### src/bim_defines.vh
// constants for the battery impedance measurement sequencer
`ifndef BIM_DEFINES_VH
`define BIM_DEFINES_VH
`define BIM_ADDR_TIMING     8'h0d
`define BIM_ADDR_CONFIG     8'h0e
`define BIM_ADDR_SUPPLY     8'h0f
`define BIM_ADDR_OPEN       8'h10
`define BIM_ADDR_LOADED     8'h11
`define BIM_CFG_ACTIVE      7
`define BIM_CFG_ABORT       6
`define BIM_CFG_DLYSKIP     3
`define BIM_CUR_HI          2
`define BIM_TM_SKIP         2'h0
`define BIM_TM_NOW          2'h1
`define BIM_TM_SHORT        2'h2
`define BIM_TM_LONG         2'h3
`define BIM_CUR_RESERVED    3'h7
`define BIM_CUR_NONE        3'h0
`define BIM_STEP_SUPPLY     2'h0
`define BIM_STEP_OPEN       2'h1
`define BIM_STEP_LOADED     2'h2
`define BIM_SKIP_CODE       8'h00
`define BIM_ABORT_CODE      8'hff
`define BIM_ZERO8           8'h00
`define BIM_CLK_KHZ         20000
`define BIM_DLY_SHORT_MS    10
`define BIM_DLY_LONG_MS     100
`define BIM_CNT_W           21
`define BIM_SHORT_CYCLES    21'h30d40
`define BIM_LONG_CYCLES     21'h1e8480
`endif

### src/bim_delay_timer.v
// step delay counter of the measurement sequencer
`timescale 1ns/1ps
`include "bim_defines.vh"
module bim_delay_timer (
    input  wire                  ref_clk_i,
    input  wire                  rstn_i,
    input  wire                  load_i,
    input  wire                  cancel_i,
    input  wire [`BIM_CNT_W-1:0] cycles_i,
    output wire                  expired_o
);
    reg [`BIM_CNT_W-1:0] count;
    reg                  running;

    assign expired_o = running && (count == {`BIM_CNT_W{1'b0}});

    always @(posedge ref_clk_i or negedge rstn_i) begin
        if (!rstn_i) begin
            count   <= {`BIM_CNT_W{1'b0}};
            running <= 1'b0;
        end else if (cancel_i) begin
            running <= 1'b0;
        end else if (load_i) begin
            count   <= cycles_i - {{(`BIM_CNT_W-1){1'b0}}, 1'b1};
            running <= 1'b1;
        end else if (expired_o) begin
            running <= 1'b0;
        end else if (running) begin
            count <= count - {{(`BIM_CNT_W-1){1'b0}}, 1'b1};
        end
    end
endmodule // bim_delay_timer

### src/bim_sequencer.v
// battery impedance measurement sequencer with its register file
// Contract
// per step 2-bit timing: skip, take now, take after 10ms, after 100ms.
// writing one to measurement_active starts sequence with programmed timings and current.
// a start written while a sequence runs is ignored.
// measurement_active reads one throughout the sequence, zero once finished.
// load_current_select 000 none, 001..110 250uA..8mA, 111 reserved.
// writing one to measurement_abort stops sequence at once and reports abort.
`timescale 1ns/1ps
`include "bim_defines.vh"
module bim_sequencer #(
    parameter [`BIM_CNT_W-1:0] SHORT_CYCLES = `BIM_SHORT_CYCLES,
    parameter [`BIM_CNT_W-1:0] LONG_CYCLES  = `BIM_LONG_CYCLES
) (
    input  wire       ref_clk_i,
    input  wire       rstn_i,
    input  wire [7:0] reg_addr_i,
    input  wire [7:0] reg_wdata_i,
    input  wire       reg_wr_i,
    input  wire       reg_rd_i,
    output reg  [7:0] reg_rdata_o,
    output reg        conv_start_o,
    output reg  [1:0] conv_step_o,
    input  wire       conv_done_i,
    input  wire [7:0] conv_data_i,
    output reg  [2:0] load_current_o,
    output reg        load_enable_o,
    output wire       measuring_o
);
    localparam [1:0] ST_IDLE = 2'h0;
    localparam [1:0] ST_EVAL = 2'h1;
    localparam [1:0] ST_WAIT = 2'h2;
    localparam [1:0] ST_CONV = 2'h3;

    reg [1:0] state;
    reg [1:0] step;
    reg [5:0] step_timing;
    reg [5:0] run_timing;
    reg [2:0] load_current_select;
    reg [2:0] run_current;
    reg       dly_skip;
    reg       aborted;
    reg [7:0] supply_result_code;
    reg [7:0] open_result_code;
    reg [7:0] loaded_result_code;

    reg [1:0]            cur_tm;
    reg [`BIM_CNT_W-1:0] dly_cycles;
    wire                 dly_expired;
    wire                 measurement_active;
    wire                 cfg_wr;
    wire                 start_req;
    wire                 abort_req;
    reg                  tmr_load;

    assign measurement_active = (state != ST_IDLE);
    assign measuring_o        = measurement_active;
    assign cfg_wr    = reg_wr_i && (reg_addr_i == `BIM_ADDR_CONFIG);
    assign abort_req = cfg_wr && reg_wdata_i[`BIM_CFG_ABORT];
    // start ignored while running
    assign start_req = cfg_wr && reg_wdata_i[`BIM_CFG_ACTIVE] && !measurement_active
                       && !abort_req;

    // timing field of the step in hand
    always @* begin
        case (step)
            `BIM_STEP_SUPPLY: cur_tm = run_timing[5:4];
            `BIM_STEP_OPEN:   cur_tm = run_timing[3:2];
            default:          cur_tm = run_timing[1:0];
        endcase
        // delay per timing code
        if (cur_tm == `BIM_TM_LONG) begin
            dly_cycles = LONG_CYCLES;
        end else begin
            dly_cycles = SHORT_CYCLES;
        end
        tmr_load = (state == ST_EVAL) && (cur_tm != `BIM_TM_SKIP)
                   && (cur_tm != `BIM_TM_NOW) && !abort_req;
    end

    bim_delay_timer u_timer (
        .ref_clk_i (ref_clk_i),
        .rstn_i    (rstn_i),
        .load_i    (tmr_load),
        .cancel_i  (abort_req),
        .cycles_i  (dly_cycles),
        .expired_o (dly_expired)
    );

    // register writes
    always @(posedge ref_clk_i or negedge rstn_i) begin
        if (!rstn_i) begin
            step_timing         <= 6'h00;
            load_current_select <= `BIM_CUR_NONE;
            dly_skip            <= 1'b0;
        end else if (reg_wr_i) begin
            if (reg_addr_i == `BIM_ADDR_TIMING) begin
                step_timing <= reg_wdata_i[5:0];
            end
            if (cfg_wr) begin
                load_current_select <= reg_wdata_i[`BIM_CUR_HI:0];
                dly_skip            <= reg_wdata_i[`BIM_CFG_DLYSKIP];
            end
        end
    end

    // register reads
    always @(posedge ref_clk_i or negedge rstn_i) begin
        if (!rstn_i) begin
            reg_rdata_o <= `BIM_ZERO8;
        end else if (reg_rd_i) begin
            case (reg_addr_i)
                `BIM_ADDR_TIMING: reg_rdata_o <= {2'h0, step_timing};
                // active flag read back
                `BIM_ADDR_CONFIG: reg_rdata_o <= {measurement_active, aborted, 2'h0,
                                                  dly_skip, load_current_select};
                `BIM_ADDR_SUPPLY: reg_rdata_o <= supply_result_code;
                `BIM_ADDR_OPEN:   reg_rdata_o <= open_result_code;
                `BIM_ADDR_LOADED: reg_rdata_o <= loaded_result_code;
                default:          reg_rdata_o <= `BIM_ZERO8;
            endcase
        end
    end

    // sequence state machine
    always @(posedge ref_clk_i or negedge rstn_i) begin
        if (!rstn_i) begin
            state              <= ST_IDLE;
            step               <= `BIM_STEP_SUPPLY;
            run_timing         <= 6'h00;
            run_current        <= `BIM_CUR_NONE;
            aborted            <= 1'b0;
            conv_start_o       <= 1'b0;
            conv_step_o        <= `BIM_STEP_SUPPLY;
            supply_result_code <= `BIM_ZERO8;
            open_result_code   <= `BIM_ZERO8;
            loaded_result_code <= `BIM_ZERO8;
        end else begin
            conv_start_o <= 1'b0;
            if (abort_req) begin
                // abort stops and reports
                aborted <= 1'b1;
                if (measurement_active) begin
                    state              <= ST_IDLE;
                    supply_result_code <= `BIM_ABORT_CODE;
                    open_result_code   <= `BIM_ABORT_CODE;
                    loaded_result_code <= `BIM_ABORT_CODE;
                end
            end else begin
                case (state)
                    ST_IDLE: begin
                        // start latches settings
                        if (start_req) begin
                            state       <= ST_EVAL;
                            step        <= `BIM_STEP_SUPPLY;
                            run_timing  <= step_timing;
                            run_current <= reg_wdata_i[`BIM_CUR_HI:0];
                            aborted     <= 1'b0;
                        end
                    end
                    ST_EVAL: begin
                        // skip, immediate or delayed
                        if (cur_tm == `BIM_TM_SKIP) begin
                            case (step)
                                `BIM_STEP_SUPPLY: supply_result_code <= `BIM_SKIP_CODE;
                                `BIM_STEP_OPEN:   open_result_code   <= `BIM_SKIP_CODE;
                                default:          loaded_result_code <= `BIM_SKIP_CODE;
                            endcase
                            if (step == `BIM_STEP_LOADED) begin
                                state <= ST_IDLE;
                            end
                            step <= step + 2'h1;
                        end else if (cur_tm == `BIM_TM_NOW) begin
                            state        <= ST_CONV;
                            conv_start_o <= 1'b1;
                            conv_step_o  <= step;
                        end else begin
                            state <= ST_WAIT;
                        end
                    end
                    ST_WAIT: begin
                        if (dly_expired) begin
                            state        <= ST_CONV;
                            conv_start_o <= 1'b1;
                            conv_step_o  <= step;
                        end
                    end
                    ST_CONV: begin
                        if (conv_done_i) begin
                            case (step)
                                `BIM_STEP_SUPPLY: supply_result_code <= conv_data_i;
                                `BIM_STEP_OPEN:   open_result_code   <= conv_data_i;
                                default:          loaded_result_code <= conv_data_i;
                            endcase
                            // active drops after last step
                            if (step == `BIM_STEP_LOADED) begin
                                state <= ST_IDLE;
                            end else begin
                                state <= ST_EVAL;
                            end
                            step <= step + 2'h1;
                        end
                    end
                    default: state <= ST_IDLE;
                endcase
            end
        end
    end

    // load current drive during the loaded step
    always @(posedge ref_clk_i or negedge rstn_i) begin
        if (!rstn_i) begin
            load_current_o <= `BIM_CUR_NONE;
            load_enable_o  <= 1'b0;
        end else begin
            load_enable_o <= measurement_active && !abort_req && (step == `BIM_STEP_LOADED);
            // reserved code drives no current
            if (run_current == `BIM_CUR_RESERVED) begin
                load_current_o <= `BIM_CUR_NONE;
            end else begin
                load_current_o <= run_current;
            end
        end
    end
endmodule // bim_sequencer

### config.mk
export PLATFORM = sky130hd
export DESIGN_NAME = bim_sequencer
export DESIGN_NICKNAME = d
export VERILOG_FILES = /design/src/bim_delay_timer.v /design/src/bim_sequencer.v
export VERILOG_INCLUDE_DIRS = /design/src
export SDC_FILE = /design/constraint.sdc
export NUM_CORES = 1
export LEC_CHECK = 0
export BUFFER_PORTS_ARGS = -buffer_cell sky130_fd_sc_hd__buf_2
export CAP_MARGIN = 20
export CORE_UTILIZATION = 38
export CTS_BUF_LIST = sky130_fd_sc_hd__clkbuf_8
export DETAILED_ROUTE_END_ITERATION = 8
export PLACE_DENSITY_LB_ADDON = 0.3
export SETUP_SLACK_MARGIN = 0.3
export SYNTH_ARGS = -nofsm -noshare
export SYNTH_HDL_FRONTEND = slang
export SYNTH_HIERARCHICAL = 1
export SYNTH_SLANG_ARGS = --single-unit
### constraint.sdc
create_clock -name ref_clk_i -period 10.9 [get_ports ref_clk_i]
set_clock_uncertainty 0.15 [all_clocks]
set_input_delay 3.27 -clock ref_clk_i [delete_from_list [all_inputs] [get_ports ref_clk_i]]
set_output_delay 3.27 -clock ref_clk_i [all_outputs]
set_load 0.005 [all_outputs]
* Yosys cells after proc, flatten, opt, wreduce, memory -nomap -nowiden
Cells that the tools add are included.
Cells by class: equality and inequality tests 33, $mul 0, bitwise logic cells 1, div/mod/pow operators 0, muxes and demuxes 55, magnitude comparators 0, shift-type cells 0, add/subtract/negate cells 3, reduce and logical (&&, ||, !) cells 38
Operators with widths (count):
- two-way mux 8 bit | 16
- two-way mux 21 bit | 4
- case mux 8 bit (2 select lines) | 3
- subtractor 21 x 1 -> 21 bit (second input constant) | 2
- case mux 8 bit (5 select lines) | 1
- two-way mux 2 bit | 13
- equality test 8 x 4 -> 1 bit (second input constant) | 3
- zero test 21 bit | 1
- AND reduction 6 bit | 3
- equality test 8 x 5 -> 1 bit (second input constant) | 2
- != test 3 x 2 -> 1 bit (second input constant) | 5
- != test 3 bit (second input constant) | 5
- AND reduction 5 bit | 3
- two-way mux 1 bit | 12
- nonzero test 2 bit | 6
- logical AND 1 bit | 11
- != test 2 bit (second input constant) | 5
- nonzero test 3 bit | 3
- equality test 2 bit (second input constant) | 4
- != test 2 x 1 -> 1 bit (second input constant) | 4
- case mux 2 bit (2 select lines) | 2
- case mux 2 bit (4 select lines) | 1
- equality test 2 x 1 -> 1 bit (second input constant) | 3
- zero test 2 bit | 3
- 11 further kinds | 15
Word-level totals: register bits after elaboration 85, bits in latches 0, bits in read-only memories 0, word-level logic and storage cells 148, memory bits (writable) 0, memories kept 0, output and inout bits 16

* Depth between registers and ports, before layout
Gate-level depths: netlist (run 1).
depth in word-level cells 8, depth in mapped cells 18, depth with buffers taken out 12

* Hierarchy
Netlist (run 1), hierarchy kept.
By module, submodules not included:
- bim_sequencer | cells each 288, sequential area each 1576.5 µm², instances 1, area each 3178.0 µm²
- bim_delay_timer | cells each 226, sequential area each 550.5 µm², instances 1, area each 1855.5 µm²

* Worst setup path after synthesis (run 1)
No wires, ideal clock.
path kind in2reg, start point input reg_addr_i[1], end point register u_timer.count[14], required time 10.663 ns, setup slack 3.697 ns, arrival time 6.965 ns, library setup time 0.087 ns, stages 18, cell sequence buf_2 nand2b_1 nor3_1 nand3_1 nand2_1 nor2_1 buf_2 buf_2 buf_2 clkbuf_1 clkbuf_1 mux2i_1 ha_1 o221ai_1 nor3_2 o21ai_0 or4_1 o211ai_1
Between the ends: cells in the longest elaborated chain, start to end 7, elaborated cells between the ends (all ways) 10, those cells by class eq/ne: 2; mux: 1; bitwise: 1; reduce/logical: 6
Ends and longest elaborated chain:
- from (decl) | line bim_sequencer.v:17 | input wire [7:0] reg_addr_i,
- equality test 8 x 4 -> 1 bit *
- logical AND 1 bit * | line bim_sequencer.v:58 | assign cfg_wr = reg_wr_i && (reg_addr_i == `BIM_ADDR_CONFIG);
- logical AND 1 bit * | line bim_sequencer.v:59 | assign abort_req = cfg_wr && reg_wdata_i[`BIM_CFG_ABORT];
- zero test 1 bit * | line bim_sequencer.v:78 | && (cur_tm != `BIM_TM_NOW) && !abort_req;
- logical AND 1 bit * | line bim_sequencer.v:77 | tmr_load = (state == ST_EVAL) && (cur_tm != `BIM_TM_SKIP)
- named net tmr_load | line bim_sequencer.v:54 | reg tmr_load;
- != test 2 x 1 -> 1 bit (no line) or nonzero test 2 bit (tied branches)
- AND reduction 3 bit (no line)
- to (signal assigned) | line bim_delay_timer.v:19 | count <= {`BIM_CNT_W{1'b0}};
- to (signal assigned) | line bim_delay_timer.v:24 | count <= cycles_i - {{(`BIM_CNT_W-1){1'b0}}, 1'b1};
- to (signal assigned) | line bim_delay_timer.v:29 | count <= count - {{(`BIM_CNT_W-1){1'b0}}, 1'b1};
- to (decl) | line bim_delay_timer.v:12 | reg [`BIM_CNT_W-1:0] count;
The timed path passes the listed nets; every way through them passes the cells marked *. A chain may end at the register's enable or synchronous reset.

* Worst setup path after layout (run 1)
start point input reg_addr_i[0], end point register u_timer.count[19]
Same word-level chain as after synthesis.

==> key figures, run 1 <==
Cells and area
  – Area of the multi-input gates: 2860 um^2
  – Layout Area Growth over Synthesis: 14.4%
  – Final Net Count: ~620
  – Register area: 2130 um^2
  – Final core utilization: a little under half
  – Most common cell after layout, fill and taps aside: dfrtp_1
  – Most frequent cells in the layout: 85 x dfrtp_1, 60 x nor2_1, 43 x buf_2
  – Fillers: about 1200
  – Ant diodes: 0
  – Share of cells above drive strength 1: 18.5%

Synth
  – Cells after Synth: 514
  – Synth Flop Type: dfrtp_1
  – Mux cell area share after synthesis: a little over an eighth
  – Complex-gate fraction of the synthesized area: 14.6%
  – Post-synthesis xor/xnor area fraction: 2.78%
  – Synth cell types: 68
  – Largest family of logic cells by synthesized area: simple AND/OR/NAND/NOR gates
  – Top cell type's share of synthesized area: 42.3%
  – Simple-gate share of the synthesized area: between 20% and 30%
  – Synth Cell Area: 5030 um^2
  – Share of the yosys chip area belonging to registers: 42.3%
  – Synth warnings: 6
  – Synth Register Bits: 85
  – Post-synthesis async set-or-reset flop share: 100%
  – Adder-Cell Fraction of Synth Area: approximately 2.5%
  – EDFF count, synth: 0
  – Synth area leaders: dfrtp_1 42%, mux2i_1 7.8%, mux2_2 5.6%, nor2_1 4.5%, nand2_1 2.6%
  – Syn_area_per_cell: 9.79 um^2
  – Largest area contributor in the netlist: dfrtp_1

Clocking
  – Clock root cell: clkbuf_8
  – Later-pin clock latency in the skew report: 0.37 ns
  – Htree depth: 3
  – TritonCTS Sinks: 85
  – Post-CTS setup buffer count: 0
  – Clock-pin slew on the worst setup and hold paths: roughly 0.09 ns
  – Post-cts sizing count: 0
  – CTS Buf Count: 9
  – Hold_buf cts: 0
  – Clock tree buffer depth: 2
  – CTS tree: yes

Min path
  – Hold Path Class: reg2reg
  – Hold depth: 1

Floorplanning
  – Initial Util: 39.4%
  – Die width: 117 um
  – Die area: about 14000 um^2
  – Die height: ~120 um
  – Site Rows: 41
  – Boundary pin count: 45
  – Placeable Area: ~13000 um^2

Power and ir drop
  – Pwr dens: 152 nW/um^2
  – Leakage power total: 2.70 nW
  – Maximum vdd drop: 62.6 uV
  – Power Total: 878 uW

Placed design
  – Number of port buffers: 44
  – Final GP Congestion: between 0.8 and 0.9
  – Hpwl dp: about 8.4 mm

Critical path
  – CP max FO: between 40 and 50
  – Setup crit end kind: flip-flop
  – Top delay family on crit path: simple AND/OR/NAND/NOR gates
  – Critical path type: in2reg
  – Worst-path cell chain: buf_2 -> nand2b_1 -> nor3_1 -> nand3_1 -> nand2_1 -> nor2_4 -> inv_1 -> nor4b_2 -> o2111ai_2 -> or4_4 -> mux2i_1 -> o21ba_1
  – CP Buf/Inv Count: 2
  – CP max stage delay: 0.73 ns
  – Worst R2R Path Depth: 11
  – WP depth: 12
  – CP required: 11.02 ns
  – Slowest cell on crit path: nor2_4
  – CP arrival: roughly 7.3 ns
  – CP Launch Type: primary input

Drt
  – Post-route ant nets: 0
  – Post-Route WL: 11.8 mm
  – Drt first pass iters: 4
  – DRC Markers: 0
  – Via count: 4056
  – Initial DRC count: 317
  – Vias per cell: around 5.3
  – WL/cell: 15.5 um

Timing
  – Fin Setup TNS: 0 ns
  – WHS: 0.346 ns
  – Tcrit/Tclk final: 66.1%
  – Slew margin rel.: 36.9%
  – Least-Margin Pin Slew: 0.945 ns
  – Final setup viols: 0
  – Max-slew violation count: 0
  – Max Freq: 139 MHz
  – Final Hold Vio Count: 0
  – Period minus WS final: 7.20 ns
  – RSZ-0062 raised after global routing: no

GRT
  – Global-route usage over all layers: a little under a fifth
  – Vias in the first global route: between 4000 and 5000
  – Antenna violations before repair: 0
  – Global route total overflow: 0
  – Global-route wire length before repair: 19.9 mm
  – Largest net degree at the start of global routing: 86

Job
  – Maxcap violations: 0

Run status
  – Outcome: complete, no violations
[worst reg2reg max path: stages (launching register included)]
cell       delay [ns]
dfrtp_1          0.38
inv_1            0.09
ha_1             0.26
nor2_1           0.26
a21oi_1          0.26
nor2_4           0.80
inv_1            0.54
nor4b_2          0.54
o2111ai_2        0.33
or4_4            0.62
mux2i_1          0.15
o21ba_1          0.15
[path summary, 6_finish.rpt]
| path | start | endpoint | slack [ns] |
|---|---|---|---|
| setup / recovery | reg_addr_i[0] | u_timer/count[19]$_DFFE_PN0P_ | 3.70 |
| min in group asynchronous | rstn_i | reg_rdata_o[4]$_DFFE_PN0P_ | 2.60 |
| hold / removal | run_current[1]$_DFFE_PN0P_ | load_current_o[2]$_DFF_PN0_ | 0.35 |
| setup reg to reg | step[0]$_DFFE_PN0P_ | u_timer/count[19]$_DFFE_PN0P_ | 6.27 |
| max in group asynchronous | rstn_i | step_timing[3]$_DFFE_PN0P_ | 7.37 |
| hold reg to reg | run_current[1]$_DFFE_PN0P_ | load_current_o[2]$_DFF_PN0_ | 0.35 |
[cell usage after synthesis (all sizes together) (3+ instances only)]
master / instances
nor4: 8
o211ai: 9
o221ai: 3
mux2i: 39
a21boi: 3
inv: 20
o32a: 3
nor3: 24
nand4b: 3
xnor2: 7
nand2: 35
a21oi: 21
a31oi: 5
and2: 6
and3: 4
o22ai: 6
nor4b: 3
nand3: 7
ha: 10
nand2b: 7
mux2: 25
or3: 5
buf: 11
nor2: 61
or4: 7
dfrtp: 85
clkbuf: 9
nand4: 3
o21ai: 19
nor3b: 12
a211oi: 3
a221oi: 6
xor2: 9
o22a: 4
[through the flow]
stage	setup slack [ns]	instance area [um^2]	instances
floorplan	3.70	5160	547
global placement	3.42	5520	745
detailed placement	3.31	5520	745
CTS	3.73	5730	761
global route	3.29	5760	762
finish	3.70	5760	762
[sequential cells by signal (all words and copies together) (netlist names), 2 cells and up]
signal / flops
conv_step_o: 2
load_current_o: 3
load_current_select: 3
loaded_result_code: 8
open_result_code: 8
reg_rdata_o: 8
run_current: 3
run_timing: 6
state: 2
step: 2
step_timing: 6
supply_result_code: 8
u_timer/count: 21
[layer usage]
metal | GRT usage (%) | vias up | wire (um)
li1 | - | 1990 | -
met4 | 7.85 | 0 | 246
met2 | 32.0 | 73 | 5770
met3 | 2.57 | 17 | 388
met5 | 0 | - | 0
met1 | 24.5 | 1976 | 5430
[cell type report]
type                       count  share of cell area, %
inverter                      20                   1.30
multi-input combinational    422                   49.7
tap                          172                   3.74
clock inverter                 7                   1.56
sequential                    85                   36.9
clock buffer                   9                   2.15
timing repair buffer          47                   4.61
[power breakdown]
part	leakage [nW]	internal, mW	switching (mW)
clock	0.111	0.128	0.118
sequential	1.16	0.359	0.0279
combinational	1.43	0.106	0.138
total	2.70	0.594	0.284
[logic make-up after synthesis]
family / after synthesis
multiplexers: 64
buffers and inverters: 40
other: 2
adder cells (fa/ha/maj): 10
AND/OR/NAND/NOR: 193
AO/OA/AOI/OAI: 104
flip-flops: 85
XOR/XNOR: 16
Note: power is estimated with default switching activity, not from simulation.
==> run 2, diff against run 1 <==
==> constraint.sdc (replaced) <==
create_clock -name ref_clk_i -period 6.25 [get_ports ref_clk_i]
set_clock_uncertainty 0.15 [all_clocks]
set_input_delay 1.875 -clock ref_clk_i [delete_from_list [all_inputs] [get_ports ref_clk_i]]
set_output_delay 1.875 -clock ref_clk_i [all_outputs]
set_load 0.005 [all_outputs]
==> run 2 against run 1 <==
Effect of this change: power increased by 73%; global-route usage decreased by 0.11 points; design area increased by 0.26%; sequential power increased by 75%; utilization increased by 0.12 points; via count increased by 0.25%; critical path type unchanged; critical endpoint is now u_timer/count[14]$_DFFE_PN0P_; largest power group unchanged.
==> key figures, run 2 (same netlist as run 1, synthesis figures left out) <==
Run status
  – Outcome: complete, no violations

Cells and area
  – Final core utilization: a little under half
  – Largest register by flop count: u_timer/count
  – Most frequent cells in the layout: 85 x dfrtp_1, 60 x nor2_1, 43 x buf_2
  – Layout Area Growth over Synthesis: 14.7%
  – Design area: between 5000 and 6000 um^2
  – Most common cell after layout, fill and taps aside: dfrtp_1
  – Max reg flops: 21
  – Layout Cells excl Fill: 765
  – Ant diodes: 0
  – Share of cells above drive strength 1: approximately a fifth
  – Final Net Count: 627

Timing
  – Slew margin rel.: 39.3%
  – Period minus WS final: about 5.4 ns
  – Least-Margin Pin Slew: 0.907 ns
  – Final Hold Vio Count: 0
  – WHS: about 0.34 ns
  – Fin Setup TNS: 0 ns
  – Max Freq: roughly 190 MHz
  – RSZ-0062 raised after global routing: no
  – Final setup viols: 0
  – Tcrit/Tclk final: a little under nine tenths
  – Max-slew violation count: 0

Clocking
  – Post-cts sizing count: 0
  – Hold_buf cts: 0
  – TritonCTS Sinks: between 80 and 90
  – CTS tree: yes
  – Post-CTS setup buffer count: 0
  – Clock tree buffer depth: 2
  – Clock-pin slew on the worst setup and hold paths: 0.09 ns
  – Htree depth: 3
  – CTS Buf Count: 9
  – Later-pin clock latency in the skew report: 0.38 ns
  – Clock root cell: clkbuf_8

Critical path
  – Critical path type: in2reg
  – CP required: 6.40 ns
  – CP Launch Type: primary input
  – CP arrival: ~5.5 ns
  – R2r endpoint: u_timer/count[19]$_DFFE_PN0P_
  – Reg2Reg Launch Point: step[0]$_DFFE_PN0P_
  – R2R Setup Slk: 1.74 ns
  – CP max FO: 28
  – Worst R2R Path Depth: 12
  – Setup crit end kind: flip-flop

Placed design
  – Number of port buffers: 44
  – Dpl cells: ~750
  – Post-DP Area: 5540 um^2
  – Hpwl dp: 8.50 mm
  – Final GP Congestion: ~0.85

GRT
  – GR Util met3: around 3.5%
  – Vias in the first global route: 3939
  – Grt met1 use: 24.3%
  – Global route total overflow: 0
  – Busiest metal layer after global routing: met2
  – Global-route wire length before repair: 19.7 mm
  – Global-route usage over all layers: about a fifth
  – Antenna violations before repair: 0
  – GR Util met2: around a third
  – Largest net degree at the start of global routing: 86

Min path
  – Hold path startpoint: run_current[0]$_DFFE_PN0P_
  – Worst Hold End: load_current_o[1]$_DFF_PN0_
  – Hold depth: 1
  – Hold Path Class: reg2reg

Floorplanning
  – Die area: 13700 um^2
  – Placeable Area: 12800 um^2
  – Boundary pin count: 45
  – Initial Util: 39.4%
  – Site Rows: 41
  – Die width: 117 um
  – Die height: about 120 um

Power and ir drop
  – Pwr dens: 263 nW/um^2
  – Maximum vdd drop: 107 uV
  – Leakage power total: about 2.7 nW

Drt
  – Drt first pass iters: 4
  – Post-Route WL: 11.8 mm
  – Initial DRC count: 268
  – Vias per cell: 5.32
  – Via count: 4066
  – WL/cell: 15.4 um
  – Post-route ant nets: 0
  – DRC Markers: 0

Job
  – Maxcap violations: 0
-- run 2: changes by cell type in the layout (fill, tap and decap cells not counted) --
cell	change
inv_1	-1
buf_4	+3
clkbuf_8	+1
inv_8	+1
inv_6	+1
bufinv_16	-1
clkinvlp_4	-1
-- run 2: worst max path at each step --
stage                                          endpoint           from  cells past startpoint
after global routing      u_timer/count[16]$_DFFE_PN0P_  reg_addr_i[0]                     13
after floorplan           u_timer/count[14]$_DFFE_PN0P_  reg_addr_i[1]                     18
after global placement    u_timer/count[19]$_DFFE_PN0P_  reg_addr_i[5]                     13
final                     u_timer/count[14]$_DFFE_PN0P_  reg_addr_i[0]                     13
after detailed placement  u_timer/count[14]$_DFFE_PN0P_  reg_addr_i[0]                     13
after CTS                 u_timer/count[14]$_DFFE_PN0P_  reg_addr_i[0]                     13
-- run 2: cell type report --
| cell class | instances | area (um^2) |
|---|---|---|
| well taps | 172 | 215 |
| flip-flops and latches | 85 | 2130 |
| clock buffers | 10 | 138 |
| fillers | 1232 | 7000 |
| multi-input cells | 422 | 2860 |
| clock inverters | 6 | 68.8 |
| inverters | 20 | 75.1 |
| repair buffers | 50 | 288 |
-- run 2: routing by layer --
metal | part of all wire, % | wire (um)
met1 | 46 | 5370
met2 | 48 | 5630
met3 | 4.2 | 501
met4 | 2.4 | 284
met5 | 0 | 0
-- run 2: critical path, cell delays in order --
cell and delay [ns]:
buf_2 0.29, nand2b_1 0.21, nor3_1 0.09, nand3_1 0.19, nand2_1 0.13, nor2_4 0.50, mux2i_1 0.32, ha_1 0.29
o221ai_1 0.34, nor3_2 0.46, o21ai_0 0.25, or4_1 0.45, o211ai_1 0.10
-- run 2: power by group --
group	leakage [nW]	switching [mW]	internal [mW]
Clock	0.109	0.217	0.200
Sequential	1.16	0.0489	0.627
Combinational	1.45	0.239	0.185
Total	2.72	0.505	1.01
-- run 2: per-stage QoR --
stage / total power [mW] / worst slack (ns)
3_3_place_gp: 1.09 / 0.682
2_1_floorplan: 0.991 / 0.442
4_1_cts: 1.53 / 0.927
6_report: 1.52 / 0.886
5_1_grt: 1.62 / 0.531
3_5_place_dp: 1.11 / 0.501
